`src/design/pulse_pkg.sv`:
```
// Purpose: Shared constants of the energy pulse output stage.
// Assumes: One 25 MHz clock; filtered power arrives as a 24-bit magnitude.
// Notes:   Times are held in their own units, cycle counts derive from them.

package pulse_pkg;

    // ------------------------------------------------------------------
    // Clock and timing
    // ------------------------------------------------------------------
    localparam int unsigned CLOCK_HZ = 25000000;
    localparam int unsigned LOW_PULSE_MS = 275;
    localparam int unsigned CF_PULSE_MS = 90;
    localparam int unsigned HF_PULSE_US = 18;
    localparam int unsigned LOW_PULSE_CYCLES = LOW_PULSE_MS * (CLOCK_HZ / 1000);
    localparam int unsigned CF_PULSE_CYCLES = CF_PULSE_MS * (CLOCK_HZ / 1000);
    localparam int unsigned HF_PULSE_CYCLES = HF_PULSE_US * (CLOCK_HZ / 1000000);

    // ------------------------------------------------------------------
    // Datapath widths
    // ------------------------------------------------------------------
    localparam int POWER_W = 24;
    localparam int ACC_W = 40;
    localparam int SUM_W = ACC_W + 1;
    localparam int MULT_W = 12;
    localparam int CNT_W = 24;

    // ------------------------------------------------------------------
    // Scaling
    // ------------------------------------------------------------------
    // Full-scale DC product: 0.4 of the input range gives 0.4 x base rate
    localparam logic [POWER_W-1:0] POWER_FS = 24'h666666;
    // Creep floor: 0.0014 % of the full input range, rounded
    localparam logic [POWER_W-1:0] CREEP_POWER = 24'h0000EB;
    // Base-rate divider exponent for rate code 00, plus input width
    localparam logic [6:0] LOW_EXP_BASE = 7'h2D;
    localparam logic [5:0] CF_EXP_SCALE_HI = 6'h26;
    localparam logic [5:0] CF_EXP_SCALE_LO = 6'h27;
    localparam logic [5:0] CF_EXP_HF = 6'h1F;
    localparam logic [3:0] MULT_EXP_SCALE_HI = 4'h7;
    localparam logic [3:0] MULT_EXP_SCALE_LO = 4'h6;
    localparam logic [3:0] MULT_EXP_HF = 4'hB;
    localparam logic [1:0] RATE_HF = 2'h3;

    // ------------------------------------------------------------------
    // Reset values
    // ------------------------------------------------------------------
    localparam logic [1:0] CFG_RATE_RESET = 2'h0;
    localparam logic CFG_SCALE_RESET = 1'b0;

endpackage

```
`src/design/pulse_if.sv`:
```
// Purpose: Event-to-pulse link between the converter and a pulse shaper.
// Assumes: Both ends share one clock.
// Notes:   One instance per output.

`timescale 1ns/1ns

interface pulse_if;
    logic fire;
    logic fixed;
    logic active;

    modport ctrl (
        output fire,
        output fixed,
        input active
    );

    modport shaper (
        input fire,
        input fixed,
        output active
    );
endinterface

```
`src/design/pin_sync.sv`:
```
// Purpose: Two-flop synchroniser for static configuration pins.
// Assumes: Pins change rarely and independently.
// Notes:   First stage feeds only the second.

`timescale 1ns/1ns

module pin_sync #(
    parameter int WIDTH = 1
) (
    // Clock and reset
    input wire logic clock,
    input wire logic rst_n,
    // Pins in, synchronised levels out
    input wire logic [WIDTH-1:0] din,
    output logic [WIDTH-1:0] dout
);

    logic [WIDTH-1:0] stage1;

    always_ff @(posedge clock) begin
        if (!rst_n) begin
            stage1 <= '0;
            dout <= '0;
        end else begin
            stage1 <= din;
            dout <= stage1;
        end
    end

endmodule

```
`src/design/pulse_shaper.sv`:
```
// Purpose: Stretches a one-cycle event into an output pulse.
// Assumes: Events are at least two cycles apart.
// Notes:   Width is min(nominal, half the last period), or fixed.

`timescale 1ns/1ns

module pulse_shaper #(
    parameter int unsigned NOMINAL_CYCLES = pulse_pkg::CF_PULSE_CYCLES
) (
    // Clock and reset
    input wire logic clock,
    input wire logic rst_n,
    // Event in, pulse out
    pulse_if.shaper port
);

    localparam int CW = pulse_pkg::CNT_W;

    logic [CW-1:0] period_cnt;
    logic [CW-1:0] remain;
    logic [CW-1:0] high_len;
    logic [CW-1:0] width_latch;
    logic fixed_latch;

    // ------------------------------------------------------------------
    // Width selection
    // ------------------------------------------------------------------
    // Until a period is known the counter sits saturated, giving nominal
    wire logic [CW-1:0] nominal = CW'(NOMINAL_CYCLES);
    wire logic [CW-1:0] half_period = period_cnt >> 1;
    wire logic [CW-1:0] fit_width = (half_period < nominal) ? half_period : nominal;
    wire logic [CW-1:0] safe_width = (fit_width == '0) ? CW'(1) : fit_width;
    wire logic [CW-1:0] fixed_width = CW'(pulse_pkg::HF_PULSE_CYCLES);
    wire logic [CW-1:0] width = port.fixed ? fixed_width : safe_width;
    wire logic period_full = &period_cnt;

    // ------------------------------------------------------------------
    // Period and pulse counters
    // ------------------------------------------------------------------
    always_ff @(posedge clock) begin
        if (!rst_n) begin
            period_cnt <= '1;
            remain <= '0;
            port.active <= 1'b0;
        end else begin
            if (port.fire) begin
                period_cnt <= CW'(1);
            end else if (!period_full) begin
                period_cnt <= period_cnt + 1'b1;
            end
            // Width is latched at the event, so config changes never cut a pulse
            if (port.fire) begin
                remain <= width;
            end else if (remain != '0) begin
                remain <= remain - 1'b1;
            end
            port.active <= port.fire || (remain > CW'(1));
        end
    end

    // ------------------------------------------------------------------
    // Checks
    // ------------------------------------------------------------------
    always_ff @(posedge clock) begin
        if (!rst_n) begin
            high_len <= '0;
            width_latch <= '0;
            fixed_latch <= 1'b0;
        end else begin
            if (port.fire) begin
                high_len <= '0;
                width_latch <= width;
                fixed_latch <= port.fixed;
            end else if (port.active) begin
                high_len <= high_len + 1'b1;
            end
        end
    end

    fixed_width_a: assert property (@(posedge clock) disable iff (!rst_n)
        $fell(port.active) && fixed_latch |-> high_len == fixed_width)
        else $error("fixed pulse width wrong");

    width_cap_a: assert property (@(posedge clock) disable iff (!rst_n)
        $fell(port.active) && !fixed_latch |-> high_len == width_latch
            && width_latch <= nominal)
        else $error("pulse width above limit");

endmodule

```
`src/design/energy_pulse_output_gen.sv`:
```
// Purpose: Digital-to-frequency pulse output stage of an energy meter.
// Assumes: power_in is the filtered product magnitude, valid every clock.
// Notes:   Calibration events are divided down to the two low-rate outputs.

`timescale 1ns/1ns

module energy_pulse_output_gen #(
    parameter int unsigned LOW_PULSE_CYCLES = pulse_pkg::LOW_PULSE_CYCLES,
    parameter int unsigned CF_PULSE_CYCLES = pulse_pkg::CF_PULSE_CYCLES
) (
    // Clock and reset
    input wire logic clock,
    input wire logic rst_n,

    // Filtered active power
    input wire logic [pulse_pkg::POWER_W-1:0] power_in,

    // Configuration pins
    input wire logic rate_sel_lsb,
    input wire logic rate_sel_msb,
    input wire logic calib_scale_sel,

    // Pulse outputs
    output logic low_rate_pulse_a,
    output logic low_rate_pulse_b,
    output logic calib_pulse_out
);

    localparam int ACC_W = pulse_pkg::ACC_W;
    localparam int SUM_W = pulse_pkg::SUM_W;
    localparam int MULT_W = pulse_pkg::MULT_W;

    // ------------------------------------------------------------------
    // Pin synchronisers
    // ------------------------------------------------------------------
    logic [2:0] pins_sync;

    wire logic [2:0] pins_raw = {calib_scale_sel, rate_sel_msb, rate_sel_lsb};

    pin_sync #(
        .WIDTH(3)
    ) u_pins (
        .clock(clock),
        .rst_n(rst_n),
        .din(pins_raw),
        .dout(pins_sync)
    );

    // ------------------------------------------------------------------
    // Active configuration
    // ------------------------------------------------------------------
    logic [1:0] cfg_rate;
    logic cfg_scale;
    logic [MULT_W-1:0] div_cnt;

    pulse_if cf_if ();
    pulse_if low_a_if ();
    pulse_if low_b_if ();

    // Taken only at a period boundary with no calibration pulse running
    wire logic cfg_apply = (div_cnt == '0) && !cf_if.active;
    wire logic cfg_differs = pins_sync != {cfg_scale, cfg_rate};
    wire logic cfg_change = cfg_apply && cfg_differs;

    always_ff @(posedge clock) begin
        if (!rst_n) begin
            cfg_rate <= pulse_pkg::CFG_RATE_RESET;
            cfg_scale <= pulse_pkg::CFG_SCALE_RESET;
        end else if (cfg_apply) begin
            cfg_rate <= pins_sync[1:0];
            cfg_scale <= pins_sync[2];
        end
    end

    // ------------------------------------------------------------------
    // Mode decode
    // ------------------------------------------------------------------
    wire logic hf_mode = !cfg_scale && (cfg_rate == pulse_pkg::RATE_HF);

    // Calibration threshold exponent per scale setting
    wire logic [5:0] exp_scaled = cfg_scale ? pulse_pkg::CF_EXP_SCALE_HI
                                            : pulse_pkg::CF_EXP_SCALE_LO;
    wire logic [5:0] cf_exp = hf_mode ? pulse_pkg::CF_EXP_HF : exp_scaled;

    // Lower base rate gets the larger multiple
    wire logic [3:0] mult_top = cfg_scale ? pulse_pkg::MULT_EXP_SCALE_HI
                                          : pulse_pkg::MULT_EXP_SCALE_LO;
    wire logic [3:0] mult_rated = mult_top - {2'h0, cfg_rate};
    wire logic [3:0] mult_exp = hf_mode ? pulse_pkg::MULT_EXP_HF : mult_rated;

    wire logic [MULT_W-1:0] calib_mult = MULT_W'(1) << mult_exp;
    wire logic [MULT_W-1:0] mult_last = calib_mult - 1'b1;
    wire logic [MULT_W-1:0] mult_mid = (calib_mult >> 1) - 1'b1;

    wire logic [ACC_W-1:0] cf_threshold = ACC_W'(1) << cf_exp;

    // ------------------------------------------------------------------
    // Creep gate
    // ------------------------------------------------------------------
    // Gating the addend rather than the pulses keeps both outputs in step
    wire logic above_creep = power_in >= pulse_pkg::CREEP_POWER;
    wire logic creep_ok = hf_mode || above_creep;
    wire logic [pulse_pkg::POWER_W-1:0] addend = creep_ok ? power_in : '0;

    // ------------------------------------------------------------------
    // Power accumulator
    // ------------------------------------------------------------------
    logic [ACC_W-1:0] acc;
    logic calib_event;

    // Rate is power x clock / 2^exp: linear in power and in base rate
    wire logic [SUM_W-1:0] sum = {1'b0, acc} + SUM_W'(addend);
    wire logic [SUM_W-1:0] thr_wide = SUM_W'(cf_threshold);
    wire logic crossed = sum >= thr_wide;
    wire logic [SUM_W-1:0] sum_left = sum - thr_wide;
    wire logic [ACC_W-1:0] acc_kept = crossed ? ACC_W'(sum_left) : ACC_W'(sum);
    // A new scale restarts the residue so a lower threshold cannot burst
    wire logic [ACC_W-1:0] next_acc = cfg_change ? '0 : acc_kept;

    always_ff @(posedge clock) begin
        if (!rst_n) begin
            acc <= '0;
            calib_event <= 1'b0;
        end else begin
            acc <= next_acc;
            calib_event <= crossed && !cfg_change;
        end
    end

    // ------------------------------------------------------------------
    // Low-rate divider
    // ------------------------------------------------------------------
    logic low_event_a;
    logic low_event_b;

    wire logic div_last = div_cnt >= mult_last;
    wire logic div_half = div_cnt == mult_mid;
    wire logic [MULT_W-1:0] div_step = div_last ? '0 : div_cnt + 1'b1;
    wire logic [MULT_W-1:0] next_div = calib_event ? div_step : div_cnt;

    always_ff @(posedge clock) begin
        if (!rst_n) begin
            div_cnt <= '0;
            low_event_a <= 1'b0;
            low_event_b <= 1'b0;
        end else begin
            div_cnt <= next_div;
            // Averaging over mult calibration events also halves AC maxima
            low_event_a <= calib_event && div_last;
            low_event_b <= calib_event && div_half && !div_last;
        end
    end

    // ------------------------------------------------------------------
    // Pulse shapers
    // ------------------------------------------------------------------
    assign cf_if.fire = calib_event;
    assign cf_if.fixed = hf_mode;
    assign low_a_if.fire = low_event_a;
    assign low_a_if.fixed = 1'b0;
    assign low_b_if.fire = low_event_b;
    assign low_b_if.fixed = 1'b0;

    pulse_shaper #(
        .NOMINAL_CYCLES(CF_PULSE_CYCLES)
    ) u_cf_shaper (
        .clock(clock),
        .rst_n(rst_n),
        .port(cf_if.shaper)
    );

    pulse_shaper #(
        .NOMINAL_CYCLES(LOW_PULSE_CYCLES)
    ) u_low_a_shaper (
        .clock(clock),
        .rst_n(rst_n),
        .port(low_a_if.shaper)
    );

    pulse_shaper #(
        .NOMINAL_CYCLES(LOW_PULSE_CYCLES)
    ) u_low_b_shaper (
        .clock(clock),
        .rst_n(rst_n),
        .port(low_b_if.shaper)
    );

    // ------------------------------------------------------------------
    // Output registers
    // ------------------------------------------------------------------
    always_ff @(posedge clock) begin
        if (!rst_n) begin
            low_rate_pulse_a <= 1'b1;
            low_rate_pulse_b <= 1'b1;
            calib_pulse_out <= 1'b0;
        end else begin
            low_rate_pulse_a <= !low_a_if.active;
            low_rate_pulse_b <= !low_b_if.active;
            calib_pulse_out <= cf_if.active;
        end
    end

    // ------------------------------------------------------------------
    // Checks
    // ------------------------------------------------------------------
    creep_gate_a: assert property (@(posedge clock) disable iff (!rst_n)
        !hf_mode && !above_creep |=> !calib_event)
        else $error("pulse issued below creep floor");

    hf_mult_a: assert property (@(posedge clock) disable iff (!rst_n)
        hf_mode |-> calib_mult == 12'h800 && cf_if.fixed)
        else $error("high-frequency multiple wrong");

    scale_mult_a: assert property (@(posedge clock) disable iff (!rst_n)
        cfg_scale && cfg_rate == 2'h0 |-> calib_mult == 12'h080)
        else $error("scaled multiple wrong");

    rate_chain_a: assert property (@(posedge clock) disable iff (!rst_n)
        (7'(cf_exp) + 7'(mult_exp)) == (pulse_pkg::LOW_EXP_BASE - 7'(cfg_rate)))
        else $error("low-rate scaling inconsistent");

    outputs_alternate_a: assert property (@(posedge clock) disable iff (!rst_n)
        !(low_event_a && low_event_b))
        else $error("low-rate events coincide");

    half_split_a: assert property (@(posedge clock) disable iff (!rst_n)
        low_event_b |-> $past(calib_event) && $past(div_cnt) == $past(mult_mid))
        else $error("second output not at half period");

    divide_source_a: assert property (@(posedge clock) disable iff (!rst_n)
        low_event_a |-> $past(calib_event) && div_cnt == '0)
        else $error("low-rate event without calibration event");

    cfg_hold_a: assert property (@(posedge clock) disable iff (!rst_n)
        div_cnt != '0 |=> $stable(cfg_rate) && $stable(cfg_scale))
        else $error("configuration changed mid period");

    output_lag_a: assert property (@(posedge clock) disable iff (!rst_n)
        $rose(cf_if.active) |=> calib_pulse_out ##1 $past(calib_event, 3))
        else $error("calibration output not following event");

    // ------------------------------------------------------------------
    // Multiple, creep, residue, event spacing, configuration and polarity checks
    // ------------------------------------------------------------------
    scale_rates_a: assert property (@(posedge clock) disable iff (!rst_n)
        cfg_scale |-> calib_mult == (12'h080 >> cfg_rate))
        else $error("scaled multiple wrong for rate code");

    low_scale_a: assert property (@(posedge clock) disable iff (!rst_n)
        !cfg_scale && !hf_mode |-> calib_mult == (12'h040 >> cfg_rate))
        else $error("unscaled multiple wrong for rate code");

    div_range_a: assert property (@(posedge clock) disable iff (!rst_n)
        div_cnt <= mult_last)
        else $error("divider count beyond multiple");

    creep_hold_a: assert property (@(posedge clock) disable iff (!rst_n)
        !hf_mode && !above_creep && !cfg_change |=> $stable(acc))
        else $error("accumulator moved below creep floor");

    creep_off_a: assert property (@(posedge clock) disable iff (!rst_n)
        hf_mode |-> addend == power_in)
        else $error("creep floor active in high-frequency mode");

    residue_bound_a: assert property (@(posedge clock) disable iff (!rst_n)
        acc < cf_threshold)
        else $error("accumulator residue above threshold");

    event_spacing_a: assert property (@(posedge clock) disable iff (!rst_n)
        calib_event |=> !calib_event)
        else $error("calibration events back to back");

    cfg_clear_a: assert property (@(posedge clock) disable iff (!rst_n)
        cfg_change |=> acc == '0 && !calib_event)
        else $error("configuration change left residue");

    cfg_pulse_hold_a: assert property (@(posedge clock) disable iff (!rst_n)
        cf_if.active |=> $stable(cfg_rate) && $stable(cfg_scale))
        else $error("configuration changed under running pulse");

    low_a_polarity_a: assert property (@(posedge clock) disable iff (!rst_n)
        $rose(low_a_if.active) |=> !low_rate_pulse_a)
        else $error("first low-rate output not pulsing low");

    low_b_polarity_a: assert property (@(posedge clock) disable iff (!rst_n)
        $rose(low_b_if.active) |=> !low_rate_pulse_b)
        else $error("second low-rate output not pulsing low");

endmodule

```
`config.mk`:
```
export PLATFORM = sky130hd
export DESIGN_NAME = energy_pulse_output_gen
export DESIGN_NICKNAME = d
export VERILOG_FILES = /design/src/design/pulse_pkg.sv /design/src/design/pulse_if.sv /design/src/design/pin_sync.sv /design/src/design/pulse_shaper.sv /design/src/design/energy_pulse_output_gen.sv
export SDC_FILE = /design/constraint.sdc
export NUM_CORES = 1
export LEC_CHECK = 0
export BUFFER_PORTS_ARGS = -buffer_cell sky130_fd_sc_hd__buf_2
export CAP_MARGIN = 0
export CORE_MARGIN = 2
export CORE_UTILIZATION = 30
export CTS_BUF_LIST = sky130_fd_sc_hd__clkbuf_16
export CTS_CLUSTER_DIAMETER = 30
export DETAILED_ROUTE_END_ITERATION = 16
export PLACE_DENSITY = 0.51
export SLEW_MARGIN = 30
export SYNTH_ARGS = -nofsm -noshare
export SYNTH_HDL_FRONTEND = slang
export SYNTH_SLANG_ARGS = --single-unit
```
`constraint.sdc`:
```
create_clock -name clock -period 6.1 [get_ports clock]
set_input_delay 1.22 -clock clock [delete_from_list [all_inputs] [get_ports clock]]
set_output_delay 1.22 -clock clock [all_outputs]
set_load 0.02 [all_outputs]
```
==> impl_results.md <==
- Final-layout fill cell count: 4410
- GR Util All Layers: 16.5%
- Ys flop type: dfxtp_1
- Upper clock frequency limit: between 150 and 200 MHz
- CTS Root Cell: clkbuf_16
- Drt drc: 0
- Max-cap violations: 0
- Placed Instance Area: 14900 sq um
- Initial Util: between 30% and 40%
- Worst hold path startpoint: u_low_b_shaper.port.active
- YS warnings: 0
- Lkg Pwr: 7.21 nW
- Pins Over Slew Limit: 0
- Detailed Route WL: approximately 37000 microns
- Hold depth: 1
- Share of cells above drive strength 1: 19.3%
- TritonCTS clock tree: done
- I/O pin total: 32
- Post-Place Worst Slack: -0.782 ns
- Mapped Cells: 1672
- Endpoints failing hold: 0
- Hold Slack: 0.363 ns
- M1 GR Usage: 22.4%
- Slew @ Worst Pin: 0.842 ns
- RSZ-0062 raised after global routing: true
- Area Overhead vs Synth: 32.1%
- # setup viols final: 0
- Post-DP HPWL: 26500 microns
- Worst min-delay path endpoint: low_rate_pulse_b
- Chip width: between 200 and 250 microns
- Setup ws final: 0.0563 ns
- Vias/cell: 5.05
- Worst setup SP type: primary input
- Drt wl/cell: approximately 15 microns
- CTS Buffer Depth: 3
- Global-route met2 utilization: 26.5%
- Final core utilization: between 40% and 50%
- First-pass DRT Iterations: 5
- Port Buf Inserts: 31
- Synth Register Bits: 214
- Net count, final: 1924
- Relative slew slack: 43.8%
- Setup TNS: 0 ns
- Worst Setup End Kind: flop
- Layout Skew: 0.0457 ns
- Clock slew at reported path FFs: 0.05 ns
- Critical Path AT: roughly 6.5 ns
- Largest net degree at the start of global routing: 76
- Row Count: 76
- Mapped Area: 13200 sq um
- Register area share after synthesis: 32.5%
- H-tree depth: 2
- Number of synthesized flops with an enable pin: 0
- Die Ht: between 200 and 250 microns
- First-pass GRT wire length: 61500 microns
- Final Cycle Share: 99.1%
- Core Region: 43200 sq um
- Vias in the first global route: about 12k
- Clock Sinks: 214
- RR Startpoint: cfg_rate[0]
- Status: finished clean
- Busiest grt layer: met2
- Crit path kind: primary input to flop
- Initial antenna violation count: 1
- Peak VDD IR: 0.000238 V
- Antenna Violating Nets Remaining: 0
- Met3 GRT Util: 3.28%
- Avg Inst Size Synth: roughly 7.9 sq um
- Worst-Skew Late Latency: 0.60 ns
- Pwr dens: 563 nW/um^2
- Worst EP required: 6.57 ns
- DR iter-0 viols: 693
- FF-to-FF path depth: 27
- FF-to-FF End: acc[37]
- Netlist cell types: between 80 and 90
- Num CTS Buffers: 59
- Fraction of registers with async set/reset: 0%
- Inserted Diodes: 0
- Hold Crit Class: flop to flop
- CP max FO: 8
- Min Clock Period, post-route: between 6 and 7 ns
- Die area: 45600 sq um
- Via count: 12.5k
- Routability Congestion: 0.883
- Reg2Reg Setup Slack: 0.28 ns
- Finished Cell Area: 17400 sq um
- Global route overflow: 0
-- worst max-delay path, cell delays in order --
cell,delay (ns)
buf_2,0.11
nor4_1,0.22
and3_1,0.18
nand4_1,0.10
buf_6,0.16
and2_4,0.15
ha_4,0.16
fa_2,0.35
a21o_1,0.18
a221o_2,0.37
buf_6,0.15
a22oi_2,0.21
a21oi_2,0.13
o2111a_2,0.31
nand2_2,0.08
xnor2_2,0.08
ha_1,0.31
nand2_2,0.08
nor4_2,0.22
nand4_1,0.16
nor4_2,0.31
nand4b_1,0.19
o31ai_4,0.25
a31oi_2,0.07
or4_4,0.57
xnor2_2,0.15
nor2_1,0.05
-- logic make-up (layout without fill, tap and decap cells) --
family          Yosys count  in the layout  synth area share, %
buf+inv                 124            333                 3.72
simple gates            671            671                 25.2
other cells               1              8               0.0285
compound gates          419            419                 20.5
fa+ha+maj                58             58                 5.57
xor+xnor                175            175                 11.7
mux                      10             10                0.779
flops                   214            214                 32.5
-- synthesized netlist by cell type (18+ instances only) --
| cell type | n | share of area (%) |
|---|---|---|
| a21oi_1 | 107 | 4.1 |
| and3_1 | 28 | 1.3 |
| xor2_1 | 92 | 6.1 |
| dfxtp_1 | 214 | 33 |
| clkbuf_1 | 78 | 2.2 |
| nor2_1 | 188 | 5.4 |
| nand2_1 | 145 | 4.1 |
| o211ai_1 | 25 | 1.4 |
| nor4_1 | 35 | 1.7 |
| nor3_1 | 54 | 2.1 |
| nor2b_1 | 24 | 1.1 |
| a211oi_1 | 19 | 1.1 |
| nand4_1 | 33 | 1.6 |
| a31oi_1 | 18 | 0.86 |
| xnor2_1 | 82 | 5.5 |
| nand3_1 | 56 | 2.1 |
| o21ai_0 | 128 | 4.9 |
| ha_1 | 57 | 5.4 |
| inv_1 | 35 | 1.0 |
| and2_1 | 29 | 1.4 |
-- per-stage QoR --
stage	instances	power (mW)
after floorplan	1679	5.03
after global placement	2353	6.27
after detailed placement	2353	6.29
after CTS	2466	9.75
after global routing	2473	10.5
final	2473	9.78
-- layout by cell type (no fill, tap or decap), types with 15 or more instances in the layout --
master,instances
dfxtp_1,213
nor2_1,186
buf_4,144
nand2_1,142
o21ai_0,121
a21oi_1,104
xor2_1,91
xnor2_1,80
clkbuf_16,59
nand3_1,56
ha_1,54
nor3_1,53
inv_1,44
nand4_1,33
nor4_1,30
and3_1,28
and2_1,28
buf_2,26
o211ai_1,25
nor2b_1,24
a211oi_1,18
or3_1,17
bufinv_16,16
a31oi_1,15
-- report_power, final --
group          internal, mW  leakage (nW)  switching (mW)  total, mW
Combinational          1.91          4.38            2.30       4.21
Clock                  2.42          1.08           0.947       3.37
Sequential             1.80          1.75           0.410       2.21
-- state kept, by name (all words and copies together), names as in the netlist, 2 cells and up --
name	flops
u_cf_shaper.remain	24
u_cf_shaper.period_cnt	24
acc	40
u_pins.dout	3
u_low_a_shaper.period_cnt	24
u_pins.stage1	3
cfg_rate	2
u_low_b_shaper.period_cnt	24
u_low_b_shaper.remain	24
div_cnt	12
u_low_a_shaper.remain	24
-- cell type report --
| type | count | area [sq um] | share of cell area, % |
|---|---|---|---|
| sequential | 214 | 4290 | 24.6 |
| tap | 585 | 732 | 4.21 |
| timing repair buffer | 184 | 1370 | 7.89 |
| clock inverter | 53 | 707 | 4.07 |
| multi-input combinational | 1341 | 8670 | 49.9 |
| inverter | 37 | 139 | 0.799 |
| clock buffer | 59 | 1480 | 8.49 |
-- per-layer routing --
| metal | vias to the layer above | part of all wire (%) |
|---|---|---|
| li1 | 6349 | - |
| met1 | 5877 | 49 |
| met2 | 217 | 45 |
| met3 | 47 | 4.2 |
| met4 | 0 | 1.7 |
| met5 | - | 0 |
-- what timing repair did --
item / in CTS / in global routing
pin swaps: 2 / 43
hold buffers: 0 / 0
setup buffers: 1 / 8
resized for setup: 2 / 57
endpoints found under the setup margin: 21 / 35
-- worst max path at each step --
stage,startpoint,end,slack (ns)
floorplan,power_in[21],acc[37],-0.02
global placement,power_in[20],acc[35],-0.65
detailed placement,power_in[20],acc[37],-0.78
CTS,power_in[1],acc[37],0.002
global route,power_in[10],acc[37],-0.17
finish,power_in[9],acc[37],0.06
Note: power is estimated with default switching activity, not from simulation.
